[src/verilog/ulms_defs.vh]
// Register map, field positions, reset values and bus cycle phase states
`ifndef ULMS_DEFS_VH
`define ULMS_DEFS_VH

// Register indices as printed; byte address is four times the index
`define ULMS_IDX_UPPER      10'h0a0
`define ULMS_IDX_LOWER      10'h0a2
`define ULMS_IDX_AUX        10'h0b0
`define ULMS_ADDR_UPPER     12'h280
`define ULMS_ADDR_LOWER     12'h288
`define ULMS_ADDR_AUX       12'h2c0

// Reset values
`define ULMS_UPPER_RST      16'hf03b
`define ULMS_LOWER_RST      16'h0000
`define ULMS_AUX_RST        16'h0000

// Fields shared by both select registers
`define ULMS_BOUND_HI       14
`define ULMS_BOUND_LO       12
`define ULMS_ADDR_OFF_BIT   7
`define ULMS_DRAM_ON_BIT    6
`define ULMS_RDY_IGN_BIT    2
`define ULMS_WAIT_HI        1
`define ULMS_WAIT_LO        0

// Auxiliary register fields
`define ULMS_AUX_BOT_WIDTH  0
`define ULMS_AUX_TOP_WIDTH  1
`define ULMS_AUX_LOW_ON     2
`define ULMS_AUX_ADEN       3

// Bus cycle phase states
`define ULMS_ST_IDLE        3'h0
`define ULMS_ST_ADDR        3'h1
`define ULMS_ST_DATA        3'h2
`define ULMS_ST_WAIT        3'h3
`define ULMS_ST_LAST        3'h4

`endif

[src/verilog/ulms_apb_regs.v]
// APB slave holding the two select registers and the auxiliary register
`include "ulms_defs.vh"
module ulms_apb_regs (
  // Clock and reset
  input  wire        clk,
  input  wire        reset,
  // APB slave
  input  wire        psel,
  input  wire        penable,
  input  wire        pwrite,
  input  wire [11:0] paddr,
  input  wire [31:0] pwdata,
  input  wire [3:0]  pstrb,
  output reg  [31:0] prdata,
  output wire        pready,
  output wire        pslverr,
  // Strap load at end of external init
  input  wire        strapLoad,
  input  wire        topWidthStrapVal,
  // Read-only status
  input  wire        addrEnableStrapVal,
  // Register contents
  output wire [15:0] upperCfg,
  output wire [15:0] lowerCfg,
  output wire [15:0] auxCfg,
  output wire        lowerEnabled
);

  reg  [15:0] upper_ff;
  reg  [15:0] lower_ff;
  reg  [15:0] aux_ff;
  reg         lowerOn_ff;
  wire        access;
  wire        hitUpper;
  wire        hitLower;
  wire        hitAux;
  wire        wrOk;

  // Lane merge of a 16-bit register with APB byte strobes
  function [15:0] lane_merge;
    input [15:0] old;
    input [15:0] wdat;
    input [1:0]  strb;
    begin
      lane_merge = {strb[1] ? wdat[15:8] : old[15:8], strb[0] ? wdat[7:0] : old[7:0]};
    end
  endfunction

  assign access   = psel & penable;
  assign hitUpper = (paddr == `ULMS_ADDR_UPPER);
  assign hitLower = (paddr == `ULMS_ADDR_LOWER);
  assign hitAux   = (paddr == `ULMS_ADDR_AUX);
  assign wrOk     = access & pwrite;
  // Zero-wait slave; unmapped addresses answer with an error
  assign pready   = 1'b1;
  assign pslverr  = access & ~(hitUpper | hitLower | hitAux);

  // Register writes; reserved bits of the two select registers keep what software wrote
  always @(posedge clk)
  begin
    if (reset)
    begin
      upper_ff   <= `ULMS_UPPER_RST;
      lower_ff   <= `ULMS_LOWER_RST;
      aux_ff     <= `ULMS_AUX_RST;
      lowerOn_ff <= 1'b0;
    end
    else
    begin
      if (wrOk & hitUpper)
        upper_ff <= lane_merge(upper_ff, pwdata[15:0], pstrb[1:0]);
      if (wrOk & hitLower)
      begin
        lower_ff   <= lane_merge(lower_ff, pwdata[15:0], pstrb[1:0]);
        lowerOn_ff <= 1'b1;
      end
      // Strap load wins over a write in the same cycle
      if (strapLoad)
        aux_ff[`ULMS_AUX_TOP_WIDTH] <= ~topWidthStrapVal;
      else if (wrOk & hitAux & pstrb[0])
        aux_ff[`ULMS_AUX_TOP_WIDTH] <= pwdata[`ULMS_AUX_TOP_WIDTH];
      if (wrOk & hitAux & pstrb[0])
        aux_ff[`ULMS_AUX_BOT_WIDTH] <= pwdata[`ULMS_AUX_BOT_WIDTH];
    end
  end

  // Read mux, no side effects
  always @*
  begin
    prdata = 32'h00000000;
    if (hitUpper)
      prdata = {16'h0000, upper_ff};
    else if (hitLower)
      prdata = {16'h0000, lower_ff};
    else if (hitAux)
      prdata = {28'h0000000, addrEnableStrapVal, lowerOn_ff,
                aux_ff[`ULMS_AUX_TOP_WIDTH], aux_ff[`ULMS_AUX_BOT_WIDTH]};
  end

  assign upperCfg     = upper_ff;
  assign lowerCfg     = lower_ff;
  assign auxCfg       = aux_ff;
  assign lowerEnabled = lowerOn_ff;

endmodule

[src/verilog/ulms_sync3.v]
// Three-stage synchroniser; output moves once stages two and three agree
module ulms_sync3 #(
  parameter       WIDTH = 1,
  parameter [0:0] INIT  = 1'b0
) (
  // Clock and reset
  input  wire             clk,
  input  wire             reset,
  // Asynchronous input and its settled copy
  input  wire [WIDTH-1:0] asyncIn,
  output wire [WIDTH-1:0] syncOut
);

  reg [WIDTH-1:0] stage1_ff;
  reg [WIDTH-1:0] stage2_ff;
  reg [WIDTH-1:0] stage3_ff;
  reg [WIDTH-1:0] settled_ff;
  genvar          i;

  // Stage one feeds only stage two
  always @(posedge clk)
  begin
    if (reset)
    begin
      stage1_ff <= {WIDTH{INIT}};
      stage2_ff <= {WIDTH{INIT}};
      stage3_ff <= {WIDTH{INIT}};
    end
    else
    begin
      stage1_ff <= asyncIn;
      stage2_ff <= stage1_ff;
      stage3_ff <= stage2_ff;
    end
  end

  // Each bit settles on its own agreement
  generate
    for (i = 0; i < WIDTH; i = i + 1)
    begin : gBit
      always @(posedge clk)
      begin
        if (reset)
          settled_ff[i] <= INIT;
        else if (stage2_ff[i] == stage3_ff[i])
          settled_ff[i] <= stage3_ff[i];
      end
    end
  endgenerate

  assign syncOut = settled_ff;

endmodule

[src/verilog/ulms_top.v]
// Upper and lower memory select decode and bus cycle shaping
//
// Decided for this implementation: the APB register port.
`include "ulms_defs.vh"

// Function
// Upper select live at reset, 64K, ready, 3 waits
// Upper config register resets to F03Bh
// Top width bit loads inverted boot strap
// Upper region ends at FFFFFh; bound programmable
// Decode upper bound field 111/110/100/000
// Upper address-off bit suppresses address phase
// Address-enable strap low forces address drive
// Upper DRAM mode remaps midrange pins, select high
// Address-off also applies to DRAM accesses
// Ready-ignore bit chooses external ready use
// Software sets ready-ignore before DRAM mode
// Insert zero to three wait states
// Upper wait field resets to three
// Lower select off until first register write
// Decode lower bound field from zero upward
// Lower address-off bit suppresses address phase
// Lower DRAM mode makes select a row strobe
// Software clears midrange pin I/O modes first
// Software programs lower width before enabling
// Software writes reserved bits as documented
// Selects assert with non-multiplexed address
// Programmed waits finish before ready counts
// Reads return written contents without side effects
module ulms_top (
  // Clock and reset
  input  wire        clk,
  input  wire        reset,
  // APB register port
  input  wire        psel,
  input  wire        penable,
  input  wire        pwrite,
  input  wire [11:0] paddr,
  input  wire [31:0] pwdata,
  input  wire [3:0]  pstrb,
  output wire [31:0] prdata,
  output wire        pready,
  output wire        pslverr,
  // Pins sampled from outside
  input  wire        externalInitPinN,
  input  wire        bootWidthStrap,
  input  wire        addrEnableStrap,
  input  wire        extReady,
  // Bus cycle request from the core
  input  wire        cycleStart,
  input  wire        cycleMem,
  input  wire [19:0] cycleAddr,
  input  wire        highByteEn,
  input  wire        lowByteEn,
  // Bus cycle progress to the core
  output wire        cycleBusy,
  output wire        cycleEnd,
  output wire        addrPhaseDriveOn,
  output wire        topWidth16,
  output wire        bottomWidth16,
  // Memory select and strobe pins, active low; midrange ownership flag active high
  output wire        topRegionSelectN,
  output wire        bottomRegionSelectN,
  output wire        midrangePinThreeN,
  output wire        midrangePinOneN,
  output wire        midrangePinTwoN,
  output wire        midrangeDramOwn
);

  wire [15:0] upperCfg;
  wire [15:0] lowerCfg;
  wire [15:0] auxCfg;
  wire        lowerEnabled;
  wire        readySync;
  wire        initPinSync;
  wire        bootStrapSync;
  wire        adenStrapSync;
  reg         initPinPrev_ff;
  reg         adenStrap_ff;
  wire        strapLoad;

  reg  [2:0]  state_ff;
  reg  [2:0]  nxt_state;
  reg  [1:0]  waitCnt_ff;
  reg  [1:0]  nxt_waitCnt;
  reg         hitTop_ff;
  reg         hitBot_ff;
  reg         topSelN_ff;
  reg         botSelN_ff;
  reg         row3N_ff;
  reg         colHiN_ff;
  reg         colLoN_ff;
  reg         addrDrive_ff;
  reg         endPulse_ff;
  reg         dramOwn_ff;

  wire        topHitNow;
  wire        botHitNow;
  wire        topDram;
  wire        botDram;
  wire        topAddrOff;
  wire        botAddrOff;
  wire        curReadyIgn;
  wire [1:0]  curWaits;
  wire        readyOk;
  wire        dramCycle;
  wire        suppressAddr;

  // Register file over APB
  ulms_apb_regs uRegs (
    .clk                (clk),
    .reset              (reset),
    .psel               (psel),
    .penable            (penable),
    .pwrite             (pwrite),
    .paddr              (paddr),
    .pwdata             (pwdata),
    .pstrb              (pstrb),
    .prdata             (prdata),
    .pready             (pready),
    .pslverr            (pslverr),
    .strapLoad          (strapLoad),
    .topWidthStrapVal   (bootStrapSync),
    .addrEnableStrapVal (adenStrap_ff),
    .upperCfg           (upperCfg),
    .lowerCfg           (lowerCfg),
    .auxCfg             (auxCfg),
    .lowerEnabled       (lowerEnabled)
  );

  // Pins cross in through four flops each, three stages and a settle flop
  ulms_sync3 #(
    .WIDTH (1),
    .INIT  (1'b0)
  ) uSyncReady (
    .clk     (clk),
    .reset   (reset),
    .asyncIn (extReady),
    .syncOut (readySync)
  );

  // Init pin and straps share one synchroniser; each bit settles on its own agreement
  ulms_sync3 #(
    .WIDTH (3),
    .INIT  (1'b0)
  ) uSyncStraps (
    .clk     (clk),
    .reset   (reset),
    .asyncIn ({externalInitPinN, bootWidthStrap, addrEnableStrap}),
    .syncOut ({initPinSync, bootStrapSync, adenStrapSync})
  );

  // Rising edge of the init pin marks the end of external reset
  // The edge flop starts low, so a pin already high at system reset
  // release still gives one load and the straps are never left unread
  assign strapLoad = initPinSync & ~initPinPrev_ff;

  // Address-enable strap caught at release; pulled up so default high
  always @(posedge clk)
  begin
    if (reset)
    begin
      initPinPrev_ff <= 1'b0;
      adenStrap_ff   <= 1'b1;
    end
    else
    begin
      initPinPrev_ff <= initPinSync;
      if (strapLoad)
        adenStrap_ff <= adenStrapSync;
    end
  end

  // Upper region: bit 19 set and the masked bits match the bound field
  function top_hit;
    input [19:0] addr;
    input [2:0]  bound;
    begin
      top_hit = addr[19] & ((addr[18:16] & bound) == bound);
    end
  endfunction

  // Lower region: bit 19 clear and no address bit above the field set
  function bot_hit;
    input [19:0] addr;
    input [2:0]  bound;
    begin
      bot_hit = ~addr[19] & ((addr[18:16] & ~bound) == 3'h0);
    end
  endfunction

  // Upper is always live; the lower only once written
  assign topHitNow = cycleMem &
                     top_hit(cycleAddr, upperCfg[`ULMS_BOUND_HI:`ULMS_BOUND_LO]);
  assign botHitNow = cycleMem & lowerEnabled &
                     bot_hit(cycleAddr, lowerCfg[`ULMS_BOUND_HI:`ULMS_BOUND_LO]);

  assign topDram    = upperCfg[`ULMS_DRAM_ON_BIT];
  assign botDram    = lowerCfg[`ULMS_DRAM_ON_BIT];
  assign topAddrOff = upperCfg[`ULMS_ADDR_OFF_BIT];
  assign botAddrOff = lowerCfg[`ULMS_ADDR_OFF_BIT];

  // Suppression uses the address bit whether or not DRAM mode is on
  assign suppressAddr = adenStrap_ff &
                        ((topHitNow & topAddrOff) | (botHitNow & botAddrOff));

  // Settings of the latched region; cycles that hit neither run bare
  assign curReadyIgn = hitTop_ff ? upperCfg[`ULMS_RDY_IGN_BIT] :
                       hitBot_ff ? lowerCfg[`ULMS_RDY_IGN_BIT] : 1'b1;
  assign curWaits    = hitTop_ff ? upperCfg[`ULMS_WAIT_HI:`ULMS_WAIT_LO] :
                       hitBot_ff ? lowerCfg[`ULMS_WAIT_HI:`ULMS_WAIT_LO] : 2'h0;
  // DRAM assumes ready ignored; software arranges that beforehand
  assign readyOk     = curReadyIgn | readySync;
  assign dramCycle   = (hitTop_ff & topDram) | (hitBot_ff & botDram);

  // Cycle phase sequencer
  always @*
  begin
    nxt_state   = state_ff;
    nxt_waitCnt = waitCnt_ff;
    case (state_ff)
      `ULMS_ST_IDLE:
      begin
        if (cycleStart)
          nxt_state = `ULMS_ST_ADDR;
      end
      `ULMS_ST_ADDR:
        nxt_state = `ULMS_ST_DATA;
      `ULMS_ST_DATA:
      begin
        nxt_state   = `ULMS_ST_WAIT;
        nxt_waitCnt = curWaits;
      end
      `ULMS_ST_WAIT:
      begin
        // Waits run out first, only then may ready end or stretch
        if (waitCnt_ff != 2'h0)
          nxt_waitCnt = waitCnt_ff - 2'h1;
        else if (readyOk)
          nxt_state = `ULMS_ST_LAST;
      end
      `ULMS_ST_LAST:
        nxt_state = `ULMS_ST_IDLE;
      default:
        nxt_state = `ULMS_ST_IDLE;
    endcase
  end

  // Phase state, wait counter and latched region hits
  always @(posedge clk)
  begin
    if (reset)
    begin
      state_ff   <= `ULMS_ST_IDLE;
      waitCnt_ff <= 2'h0;
      hitTop_ff  <= 1'b0;
      hitBot_ff  <= 1'b0;
    end
    else
    begin
      state_ff   <= nxt_state;
      waitCnt_ff <= nxt_waitCnt;
      if ((state_ff == `ULMS_ST_IDLE) & cycleStart)
      begin
        hitTop_ff <= topHitNow;
        hitBot_ff <= botHitNow;
      end
    end
  end

  // Selects fall with the non-multiplexed address at cycle start
  always @(posedge clk)
  begin
    if (reset)
    begin
      topSelN_ff   <= 1'b1;
      botSelN_ff   <= 1'b1;
      row3N_ff     <= 1'b1;
      addrDrive_ff <= 1'b0;
      endPulse_ff  <= 1'b0;
    end
    else if ((state_ff == `ULMS_ST_IDLE) & cycleStart)
    begin
      // Upper pin stays high in DRAM mode; lower pin doubles as row strobe
      topSelN_ff   <= ~(topHitNow & ~topDram);
      row3N_ff     <= ~(topHitNow & topDram);
      botSelN_ff   <= ~botHitNow;
      addrDrive_ff <= ~suppressAddr;
      endPulse_ff  <= 1'b0;
    end
    else
    begin
      addrDrive_ff <= 1'b0;
      endPulse_ff  <= (state_ff == `ULMS_ST_LAST);
      if (state_ff == `ULMS_ST_LAST)
      begin
        topSelN_ff <= 1'b1;
        botSelN_ff <= 1'b1;
        row3N_ff   <= 1'b1;
      end
    end
  end

  // Column strobes follow the data phase with the byte enables
  always @(posedge clk)
  begin
    if (reset)
    begin
      colHiN_ff <= 1'b1;
      colLoN_ff <= 1'b1;
    end
    else if ((state_ff == `ULMS_ST_DATA) & dramCycle)
    begin
      colHiN_ff <= ~highByteEn;
      colLoN_ff <= ~lowByteEn;
    end
    else if ((state_ff == `ULMS_ST_LAST) | (state_ff == `ULMS_ST_IDLE))
    begin
      colHiN_ff <= 1'b1;
      colLoN_ff <= 1'b1;
    end
  end

  // Midrange pins 3..1 belong to the DRAM strobes while either bank is on;
  // registered so the pad mux switches cleanly, one cycle after the write
  always @(posedge clk)
  begin
    if (reset)
      dramOwn_ff <= 1'b0;
    else
      dramOwn_ff <= topDram | botDram;
  end

  assign midrangeDramOwn   = dramOwn_ff;
  assign midrangePinThreeN = row3N_ff;
  assign midrangePinOneN   = colHiN_ff;
  assign midrangePinTwoN   = colLoN_ff;

  // Outputs to the core and pins
  assign topRegionSelectN    = topSelN_ff;
  assign bottomRegionSelectN = botSelN_ff;
  assign addrPhaseDriveOn    = addrDrive_ff;
  assign cycleEnd            = endPulse_ff;
  assign cycleBusy           = (state_ff != `ULMS_ST_IDLE);
  assign topWidth16          = auxCfg[`ULMS_AUX_TOP_WIDTH];
  assign bottomWidth16       = auxCfg[`ULMS_AUX_BOT_WIDTH];

endmodule
[config.mk]
export PLATFORM = sky130hd
export DESIGN_NAME = ulms_top
export DESIGN_NICKNAME = d
export VERILOG_FILES = /design/src/verilog/ulms_apb_regs.v /design/src/verilog/ulms_sync3.v /design/src/verilog/ulms_top.v
export VERILOG_INCLUDE_DIRS = /design/src /design/src/verilog
export SDC_FILE = /design/constraint.sdc
export NUM_CORES = 1
export LEC_CHECK = 0
export ABC_AREA = 1
export BUFFER_PORTS_ARGS = -buffer_cell sky130_fd_sc_hd__buf_4
export CAP_MARGIN = 20
export CORE_UTILIZATION = 35
export CTS_CLUSTER_DIAMETER = 150
export CTS_CLUSTER_SIZE = 10
export DETAILED_ROUTE_END_ITERATION = 12
export PLACE_DENSITY = 0.57
export SLEW_MARGIN = 10
export SYNTH_ARGS = -nofsm -noshare
export SYNTH_HDL_FRONTEND = slang
export SYNTH_HIERARCHICAL = 1
export SYNTH_SLANG_ARGS = --single-unit
[constraint.sdc]
create_clock -name clk -period 1.9 [get_ports clk]
set_input_delay 0.38 -clock clk [delete_from_list [all_inputs] [get_ports clk]]
set_output_delay 0.38 -clock clk [all_outputs]
set_load 0.005 [all_outputs]
# --- Word level (Yosys, flattened, before mapping) ---
# Cells that the tools add are included.
totals:
  elab_cells: 130
  register_bits: 68
  inputBits: 81
  output_inout_bits: 45
classes:
  n_addsub: 1
  bitwise_logic: 44
  muxes: 22
  eq_ne: 16
  n_reduce_logical: 16
ops:
  columns: ["operator", "count"]
  rows:
  - ["32-bit two-way mux", 2]
  - ["12-bit by 10-bit equality test with 1-bit output, second input constant", 3]
  - ["1-bit AND", 22]
  - ["1-bit NOT", 12]
  - ["3-bit one-hot mux with 4 select lines", 1]
  - ["1-bit two-way mux", 11]
  - ["2-bit AND reduction", 5]
  - ["2-bit nonzero test", 5]
  - ["3-bit two-way mux", 3]
  - ["2-bit != test, second input constant", 4]
  - ["1-bit OR", 7]
  - ["3-bit AND", 2]
  - ["3-bit by 2-bit equality test with 1-bit output, second input constant", 2]
  - ["3-bit zero test", 2]
  - ["2-bit two-way mux", 3]
  - ["1-bit equality test", 4]
  - ["4-bit two-way mux", 1]
  - ["2-bit one-hot mux with 2 select lines", 1]
  - ["2-bit OR reduction", 2]
  - ["3-bit by 1-bit equality test with 1-bit output, second input constant", 1]
  - ["3-bit equality test", 1]
  - ["3-bit equality test, second input constant", 1]
  - ["3-bit NOT", 1]
  - ["3-bit AND reduction", 1]
  - ["other kinds (2)", 2]

# --- Logic depth before layout (Yosys ltp) ---
# Gate-level depths: netlist of the first run.
depth:
  ltp_word: 9
  ltp_mapped: 10
  mapped_depth_nobuf: 9

# --- Hierarchy ---
# The synthesis of the first run kept the hierarchy.
by_module_without_submodules:
  columns: ["mod", "cells_per_inst", "area_each_um2", "instances", "seq_area_each_um2"]
  rows:
  - ["ulms_apb_regs", 309, 2067.0, 1, 700.7]
  - ["ulms_top", 141, 908.4, 1, 340.3]
  - ["ulms_sync3 at uSyncStraps", 41, 387.9, 1, 240.2]
  - ["ulms_sync3 at uSyncReady", 13, 121.4, 1, 80.1]

# --- Least setup slack after synthesis of the first run ---
# OpenSTA, ideal clock, no wires.
synth_path:
  path_type: "input to output"
  from: "input port paddr[5]"
  to: "output port prdata[1]"
  required_ps: 1520
  t_arrival_ps: 1276
  path_slack_ps: 244
  cell_stages: 8
  n_path_buf: 1
  path_cell_list: "nor2_2 -> nand3_2 -> nor2_8 -> nand2_4 -> buf_6 -> clkinv_4 -> nand2_1 -> a21oi_1"
synth_between:
  elab_chain_cells: 4
  elab_cells_between_ends: 6
  classes_between: "3 x eq/ne; 3 x mux"
synth_rtl:
  columns: ["element", "line", "source"]
  rows:
  - ["start, declared", "ulms_top.v:38", "input wire [11:0] paddr,"]
  - ["12-bit by 10-bit equality test with 1-bit output (no source line)", null, null]
  - ["4-bit two-way mux", "ulms_apb_regs.v:95", "else if (hitAux)"]
  - ["32-bit two-way mux", "ulms_apb_regs.v:93", "else if (hitLower)"]
  - ["32-bit two-way mux *", "ulms_apb_regs.v:91", "if (hitUpper)"]
  - ["end, declared", "ulms_top.v:41", "output wire [31:0] prdata,"]
# Every way passes the cells marked *; elsewhere a longest branch is shown, timed or not.

# --- Final worst setup path of the first run ---
layout_path:
  from: "input port paddr[8]"
  to: "output port prdata[10]"
layout_between:
  elab_chain_cells: 3
  elab_cells_between_ends: 4
  classes_between: "2 x eq/ne; 2 x mux"
layout_rtl:
  columns: ["element", "line"]
  rows:
  - ["12-bit by 10-bit equality test with 1-bit output (no source line)", null]
  - ["32-bit two-way mux", "ulms_apb_regs.v:93"]
  - ["32-bit two-way mux *", "ulms_apb_regs.v:91"]
# Marked as above.

==> results of run 1 <==
sequential cells by signal, indices dropped and copies added (netlist names), 2 cells and up:
signal and count:
uRegs/auxCfg 2, state_ff 3, uSyncStraps/stage2_ff 3, uRegs/lowerCfg 16
uSyncStraps/stage3_ff 3, uSyncStraps/stage1_ff 3, waitCnt_ff 2, uSyncStraps/syncOut 3
uRegs/upperCfg 16
layer usage:
| layer | global-route usage | vias up |
|---|---|---|
| li1 | - | 1644 |
| met1 | 0.198 | 1379 |
| met2 | 0.286 | 68 |
| met3 | 0.0327 | 10 |
| met4 | 0.0713 | 0 |
| met5 | 0 | - |
per-stage QoR:
stage                     worst slack, ns  hold WS (ns)  setup TNS (ns)  area (um^2)  power [mW]
after floorplan                     0.244         0.388               0         3440        1.70
after global placement            -0.0670         0.390          -0.249         4090        1.81
after detailed placement          -0.0778         0.398          -0.447         4090        1.82
after CTS                        -0.00930         0.220         -0.0164         4380        3.20
after global routing              -0.0141         0.232         -0.0721         4480        3.32
final                              0.0426         0.231               0         4480        3.17
layout make-up:
| class | count | area share |
|---|---|---|
| Multi-Input combinational cell | 324 | 0.366 |
| Timing Repair Buffer | 95 | 0.169 |
| Sequential cell | 68 | 0.304 |
| Inverter | 83 | 0.0724 |
| Clock buffer | 11 | 0.0338 |
| Tap cell | 129 | 0.0360 |
| Clock inverter | 5 | 0.0187 |
worst register-to-register path: cells and delay by family (launching register included):
kind                   cells  cell delay, ns
and+or+nand+nor            4            0.26
buffers and inverters      2            0.17
AOI/OAI and AO/OA          1            0.17
DFF                        1            0.42
where the power goes:
group	internal [mW]	switching (mW)
registers	1.45	0.0175
clock network	0.812	0.566
logic	0.140	0.181
total	2.40	0.764
path summary, 6_finish.rpt:
check                                     startpoint  slack (ns)                        to  cells past startpoint
worst max register to register             hitBot_ff        0.78           midrangePinOneN                      7
worst min register to register  uSyncReady/stage1_ff        0.40      uSyncReady/stage2_ff                      2
worst max-delay path                        paddr[8]        0.04                prdata[10]                      9
worst min-delay path                  bootWidthStrap        0.23  uSyncStraps/stage1_ff[1]                      3
what timing repair did:
action	CTS	global route
gates resized for setup	10	27
pin swaps	3	8
endpoints found under the setup margin	10	17
endpoints found under the hold margin	0	0
gates cloned	0	0
buffers inserted	2	1
==> out/results.ini, run 1 <==
[critical_path]
required_ns=1.52
startpoint_type=primary input
cpPeakStageDelay_ns=0.16
worst_path_most_repeated_cell=buf_4
cp_max_fo=6
worstSetupEndpointType=primary output
cp.arrival_ns=1.48
crit_chain=buf_4 > nor2_4 > nand2_4 > nor2_8 > buf_6 > nand2_8 > buf_4 > o22ai_2 > buf_4
cp_top_family=buffers and inverters
path_buf_inv=4
worst-setup-path-type=in -> out
crit_slowest_cell=nor2_8

[clock_tree]
clkSlewWorstSetupHoldPaths_ns=0.07
h-tree-depth=3
numCtsBuffers=9
insertion_delay_ns=0.34
ctsHoldBuffers=0
cts.path.max_buffers=2
root_buffer=clkbuf_8
clock_sinks=68
cts_tree=built

[final_layout]
multi_input_area_um2=1640
drive_above_1_share=0.268
final_cell_mix=115 x nand2_1, 86 x buf_4, 75 x inv_1
insertedDiodeCount=0
finalNonFillerCells=715
regArea_um2=1360
fin_util=0.482
final_common_cell=nand2_1
n_fill_cell=977
syn_to_final_growth_pct=32.5
fin_nets=663

[sta]
rsz0062_at_grt=yes
min_period_ns=1.86
clock.fmax_mhz=538
setup_viol=0
finalHoldViolations=0
slew_violations=0
fin_crit_sh=0.978
finClkSkew_ns=0.00808

[power_and_ir_drop]
power-per-cell-area_nw_per_um2=707
peakVddDrop_mv=0.367
power_leakage_nw=2.31

[detailed_routing]
routed_wl_um=7870
dr.pass1.iters=4
via_per_inst=4.34
wl_met1_um=3680
drt_iter0_drc=86
wl_per_cell_um=11.0
wl_met2_um=3700
routed.top_layer=met4
num_vias=3101
ant_nets=0
drc=0
met3WireLength_um=330

[worst_hold_path]
hold_class=in -> reg

[global_routing]
grt_pass1_vias=2913
antenna_found_initial=0
grt_usage=0.165
grt_pass1_wl_um=12900
grt_max_degree=33
grt-ovfl-total=0

[floorplan]
core_um2=9280
rows=35
initial_core_util=0.364
die_w_um=100
die_y_um=100
dieArea_um2=10100
design.portCount=126

[synth]
synthCells=490
syn_avg_cell_area_um2=6.90
synth_area_um2=3380
yosys_warnings=6

[job]
cap_violations=0

[placement]
port_buffers=74
dp.cells=697
gp_congestion=0.750
post-dp-hpwl_um=5930

[outcome]
status=finished clean

(Power assumes the default switching activity.)
==> run 2: changes to the inputs <==
Clock period 1.9 ns to 2.4 ns, I/O delays scaled along.
==> run 2 against run 1 <==
Compared with the run above:
- utilization shrank 3.1 points
- worst setup slack improved by 0.14 ns
- clock power down 34%
- wire length decreased by 2.6%
- total power is 27% lower
- combinational power fell by 24%
- sequential cell count unchanged
- via count decreased by 1.2%
- non-clock buffer count down 13
- critical endpoint is now prdata[7]
- largest cell class unchanged
- largest power group unchanged
==> out/results.ini, run 2 (synthesized netlist as in run 1, its figures left out) <==
[critical_path]
startpoint_type=primary input
cp.arrival_ns=1.73
worst-setup-path-type=in -> out
path_buf_inv=3
worst_path_most_repeated_cell=buf_4
crit_chain=buf_4 > nor2_2 > nand3_2 > nor2_8 > nand2_1 > buf_4 > o21ai_0 > buf_4
worstSetupEndpointType=primary output
cpPeakStageDelay_ns=0.22
reg2reg_from=state_ff[1]
cp_max_fo=6
regToRegSetupSlack_ns=1.25
cp_top_family=simple AND/OR/NAND/NOR gates
crit_start=paddr[5]
required_ns=1.92
crit_slowest_cell=o21ai_0

[clock_tree]
cts.path.max_buffers=2
insertion_delay_ns=0.35
root_buffer=clkbuf_8
cts_tree=built
clkSlewWorstSetupHoldPaths_ns=0.07
clock_sinks=68
h-tree-depth=3
ctsHoldBuffers=0
numCtsBuffers=9

[sta]
finalHoldViolations=0
slew_violations=0
finClkSkew_ns=0.00456
fin_crit_sh=0.923
clock.fmax_mhz=452
setup_tns_ns=0
min_period_ns=2.21
setup_viol=0

[final_layout]
drive_above_1_share=0.232
fin_nets=650
syn_to_final_growth_pct=23.9
fin_util=0.451
final_common_cell=nand2_1
n_fill_cell=1005
insertedDiodeCount=0
final_cell_mix=118 x nand2_1, 82 x buf_4, 76 x inv_1, 76 x nor2_1, 68 x dfxtp_1

[power_and_ir_drop]
p_switching_mw=0.597
pwr-share-comb=0.105
power-per-cell-area_nw_per_um2=555
pwr-share-seq=0.500
peakVddDrop_mv=0.305
p_sw_frac=0.257
power_leakage_nw=2.17
p_clk_frac=0.394
p_int_mw=1.73

[floorplan]
rows=35
die_y_um=100
initial_core_util=0.364
design.portCount=126
dieArea_um2=10100
die_w_um=100
core_um2=9280

[detailed_routing]
wl_per_cell_um=10.9
ant_nets=0
num_vias=3065
routed.top_layer=met4
via_per_inst=4.37
met3WireLength_um=462
wl_met1_um=3550
wl_met2_um=3530
routed_wl_um=7670
drt_iter0_drc=120
dr.pass1.iters=4
drc=0

[worst_hold_path]
hold_class=in -> reg
hp-start=externalInitPinN

[global_routing]
grt-ovfl-total=0
grt_pass1_wl_um=12500
grt_pass1_vias=2793
grt_usage=0.161
antenna_found_initial=0
grt_max_degree=26

[placement]
post-dp-hpwl_um=5800
port_buffers=74
gp_congestion=0.759

[outcome]
status=finished clean

[job]
cap_violations=0

[run 2: cell count changes in the layout (fill, tap and decap cells not counted), moves of 4 or more]
| cell | change |
|---|---|
| buf_6 | -8 |
| buf_4 | -4 |
| nor2_4 | -4 |
| o21ai_0 | +4 |
| o21ai_1 | -4 |
| o22ai_1 | +4 |
[run 2: final timing paths]
check	endpoint	cells after the start
setup / recovery	prdata[7]	8
hold / removal	uSyncStraps/stage1_ff[2]	3
setup reg to reg	bottomRegionSelectN	6
hold reg to reg	uSyncReady/stage2_ff	2
[run 2: cell type report]
| type | instances | area [um^2] | share of cell area |
|---|---|---|---|
| clock buffer | 9 | 124 | 0.0296 |
| sequential | 68 | 1360 | 0.325 |
| tap | 129 | 161 | 0.0385 |
| timing repair buffer | 82 | 616 | 0.147 |
| clock inverter | 7 | 67.6 | 0.0161 |
| multi-input combinational | 324 | 1530 | 0.366 |
| inverter | 83 | 325 | 0.0777 |
[run 2: stage by stage]
step	area (um^2)	instances	power [mW]	worst slack, ns	hold slack, ns
3_5_place_dp	3990	686	1.44	0.117	0.394
4_1_cts	4180	702	2.36	0.114	0.310
6_report	4190	702	2.33	0.185	0.329
3_3_place_gp	3990	686	1.43	0.143	0.390
2_1_floorplan	3440	505	1.35	0.544	0.388
5_1_grt	4190	702	2.44	-0.00270	0.321
[run 2: power by group through the flow]
stage / clock, mW / sequential, mW / combinational, mW
2_1_floorplan: 0 / 1.19 / 0.159
5_1_grt: 0.997 / 1.17 / 0.275
3_5_place_dp: 0 / 1.19 / 0.246
3_3_place_gp: 0 / 1.19 / 0.242
4_1_cts: 0.953 / 1.16 / 0.247
6_report: 0.917 / 1.16 / 0.245
[run 2: repair_timing]
item / in CTS / in global routing
resized for setup: 0 / 1
setup endpoints to repair: 0 / 5
setup buffers: 0 / 0
[run 2: worst reg2reg max path: cells and delay by family, from the launching register on]
kind | cells | cell delay (ns)
AOI/OAI and AO/OA | 1 | 0.08
DFF | 1 | 0.35
and+or+nand+nor | 5 | 0.60
[run 2: metal layers]
| layer | GRT usage | up-vias |
|---|---|---|
| li1 | - | 1616 |
| met1 | 0.189 | 1354 |
| met2 | 0.272 | 84 |
| met3 | 0.0467 | 11 |
| met4 | 0.0702 | 0 |
| met5 | 0 | - |
==> run 3: changes to the inputs <==
Settings changed: CELL_PAD_IN_SITES_DETAIL_PLACEMENT set to 0, CELL_PAD_IN_SITES_GLOBAL_PLACEMENT set to 1, PLACE_DENSITY 0.57 to 0.79, SLEW_MARGIN 10 to 20.
==> run 3 against run 2 <==
Compared with the run above:
- sequential cell count stayed put
- maximum frequency is 0.37% lower
- worst setup slack worse by 0.0083 ns
- die area stayed put
- clock-buffer cell count is 1 higher
- combinational power hardly changed
- wire length is 1.0% lower
- cell area hardly changed
- clock skew is 0.0031 ns higher
- sequential share of layout area hardly changed
- total power is 0.79% higher
- critical endpoint is now prdata[12]
- largest power group unchanged
==> out/results.ini, run 3 (synthesized netlist as in run 1, its figures left out) <==
[critical_path]
cp.arrival_ns=1.74
path_buf_inv=3
crit_start=paddr[5]
crit_slowest_cell=inv_1
required_ns=1.92
cpPeakStageDelay_ns=0.31
cp_max_fo=12
regToRegSetupSlack_ns=1.27
crit_cells=9
crit_path_end=prdata[12]
worst-setup-path-type=in -> out
crit_chain=buf_4 > nor2_2 > nand3_2 > nor2_8 > nand2_1 > inv_1 > nand2_1 > o21ai_0 > buf_4
reg2reg_from=state_ff[1]
rr_endpoint=bottomRegionSelectN
cp_top_family=simple AND/OR/NAND/NOR gates
worstSetupEndpointType=primary output
r2r_cells=6
startpoint_type=primary input

[job]
cap_violations=0

[detailed_routing]
drt_iter0_drc=79
dr.pass1.iters=4
via_per_inst=4.32
num_vias=3026
drc=0
routed_wl_um=7590
ant_nets=0
wl_per_cell_um=10.8

[clock_tree]
numCtsBuffers=9
postCtsResizedCells=0
root_buffer=clkbuf_8
cts_tree=built
clock_sinks=68
ctsHoldBuffers=0
h-tree-depth=3
cts.path.max_buffers=2
cts_setup_buffers=0
insertion_delay_ns=0.34
clkSlewWorstSetupHoldPaths_ns=0.07

[sta]
setup_viol=0
finClkSkew_ns=0.00770
fin_ws_ns=0.177
setup_tns_ns=0
slew_violations=0
fin_crit_sh=0.926
rsz0062_at_grt=no
clock.fmax_mhz=450
finalHoldViolations=0
min_period_ns=2.22

[floorplan]
die_y_um=100
initial_core_util=0.364
dieArea_um2=10100
rows=35
die_w_um=100
design.portCount=126
core_um2=9280

[final_layout]
n_fill_cell=998
fin_nets=649
final_common_cell=nand2_1
final_cell_mix=118 x nand2_1, 81 x buf_4, 77 x inv_1
insertedDiodeCount=0
drive_above_1_share=0.229
syn_to_final_growth_pct=23.9

[global_routing]
grt-ovfl-total=0
grt_pass1_wl_um=12800
grt_max_degree=26
grt_pass1_vias=2764
grt_usage=0.165
antenna_found_initial=0

[placement]
gp_congestion=0.771
dpl_worst_slack_ns=0.175
port_buffers=74
post-dp-hpwl_um=5800

[power_and_ir_drop]
peakVddDrop_mv=0.408
power_leakage_nw=2.18
power_mw=2.34
power-per-cell-area_nw_per_um2=560

[worst_hold_path]
hold_class=in -> reg

[outcome]
status=finished clean

## run 3: worst register-to-register path: cells and delay by family, from the launching register on
| family | cells | cell delay (ns) |
|---|---|---|
| DFF | 1 | 0.34 |
| AOI/OAI and AO/OA | 1 | 0.08 |
| and+or+nand+nor | 5 | 0.60 |
## run 3: report_power, final
part / switching [mW] / internal, mW / total (mW)
Sequential: 0.0140 / 1.15 / 1.16
Combinational: 0.137 / 0.105 / 0.242
Clock: 0.432 / 0.506 / 0.938
## run 3: metal layers
metal	wire length [um]	global-route usage
met1	3560	0.211
met2	3510	0.265
met3	407	0.0460
met4	105	0.0580
met5	0	0
## run 3: worst min path at each step
| stage | from | end | slack [ns] | cells past startpoint |
|---|---|---|---|---|
| 2_1_floorplan | uSyncReady/stage1_ff | uSyncReady/stage2_ff | 0.39 | 2 |
| 3_3_place_gp | uSyncStraps/stage1_ff[0] | uSyncStraps/stage2_ff[0] | 0.39 | 2 |
| 3_5_place_dp | uSyncReady/stage1_ff | uSyncReady/stage2_ff | 0.40 | 2 |
| 4_1_cts | extReady | uSyncReady/stage1_ff | 0.32 | 3 |
| 5_1_grt | addrEnableStrap | uSyncStraps/stage1_ff[0] | 0.31 | 3 |
| 6_report | addrEnableStrap | uSyncStraps/stage1_ff[0] | 0.34 | 3 |
## run 3: layout make-up
cell class	instances	area, um^2	area share
Clock buffer	10	138	0.0329
Inverter	83	322	0.0768
Sequential cell	68	1360	0.325
Multi-Input combinational cell	324	1530	0.366
Clock inverter	6	63.8	0.0152
Timing Repair Buffer	81	608	0.145
Tap cell	129	161	0.0386
## run 3: per-stage QoR
stage	utilization	area [um^2]	cells	hold WS, ns
floorplan	-	3440	505	0.388
global placement	0.429	3990	685	0.393
detailed placement	0.429	3990	685	0.396
CTS	0.451	4190	701	0.317
global route	0.451	4190	701	0.310
finish	0.451	4190	701	0.337
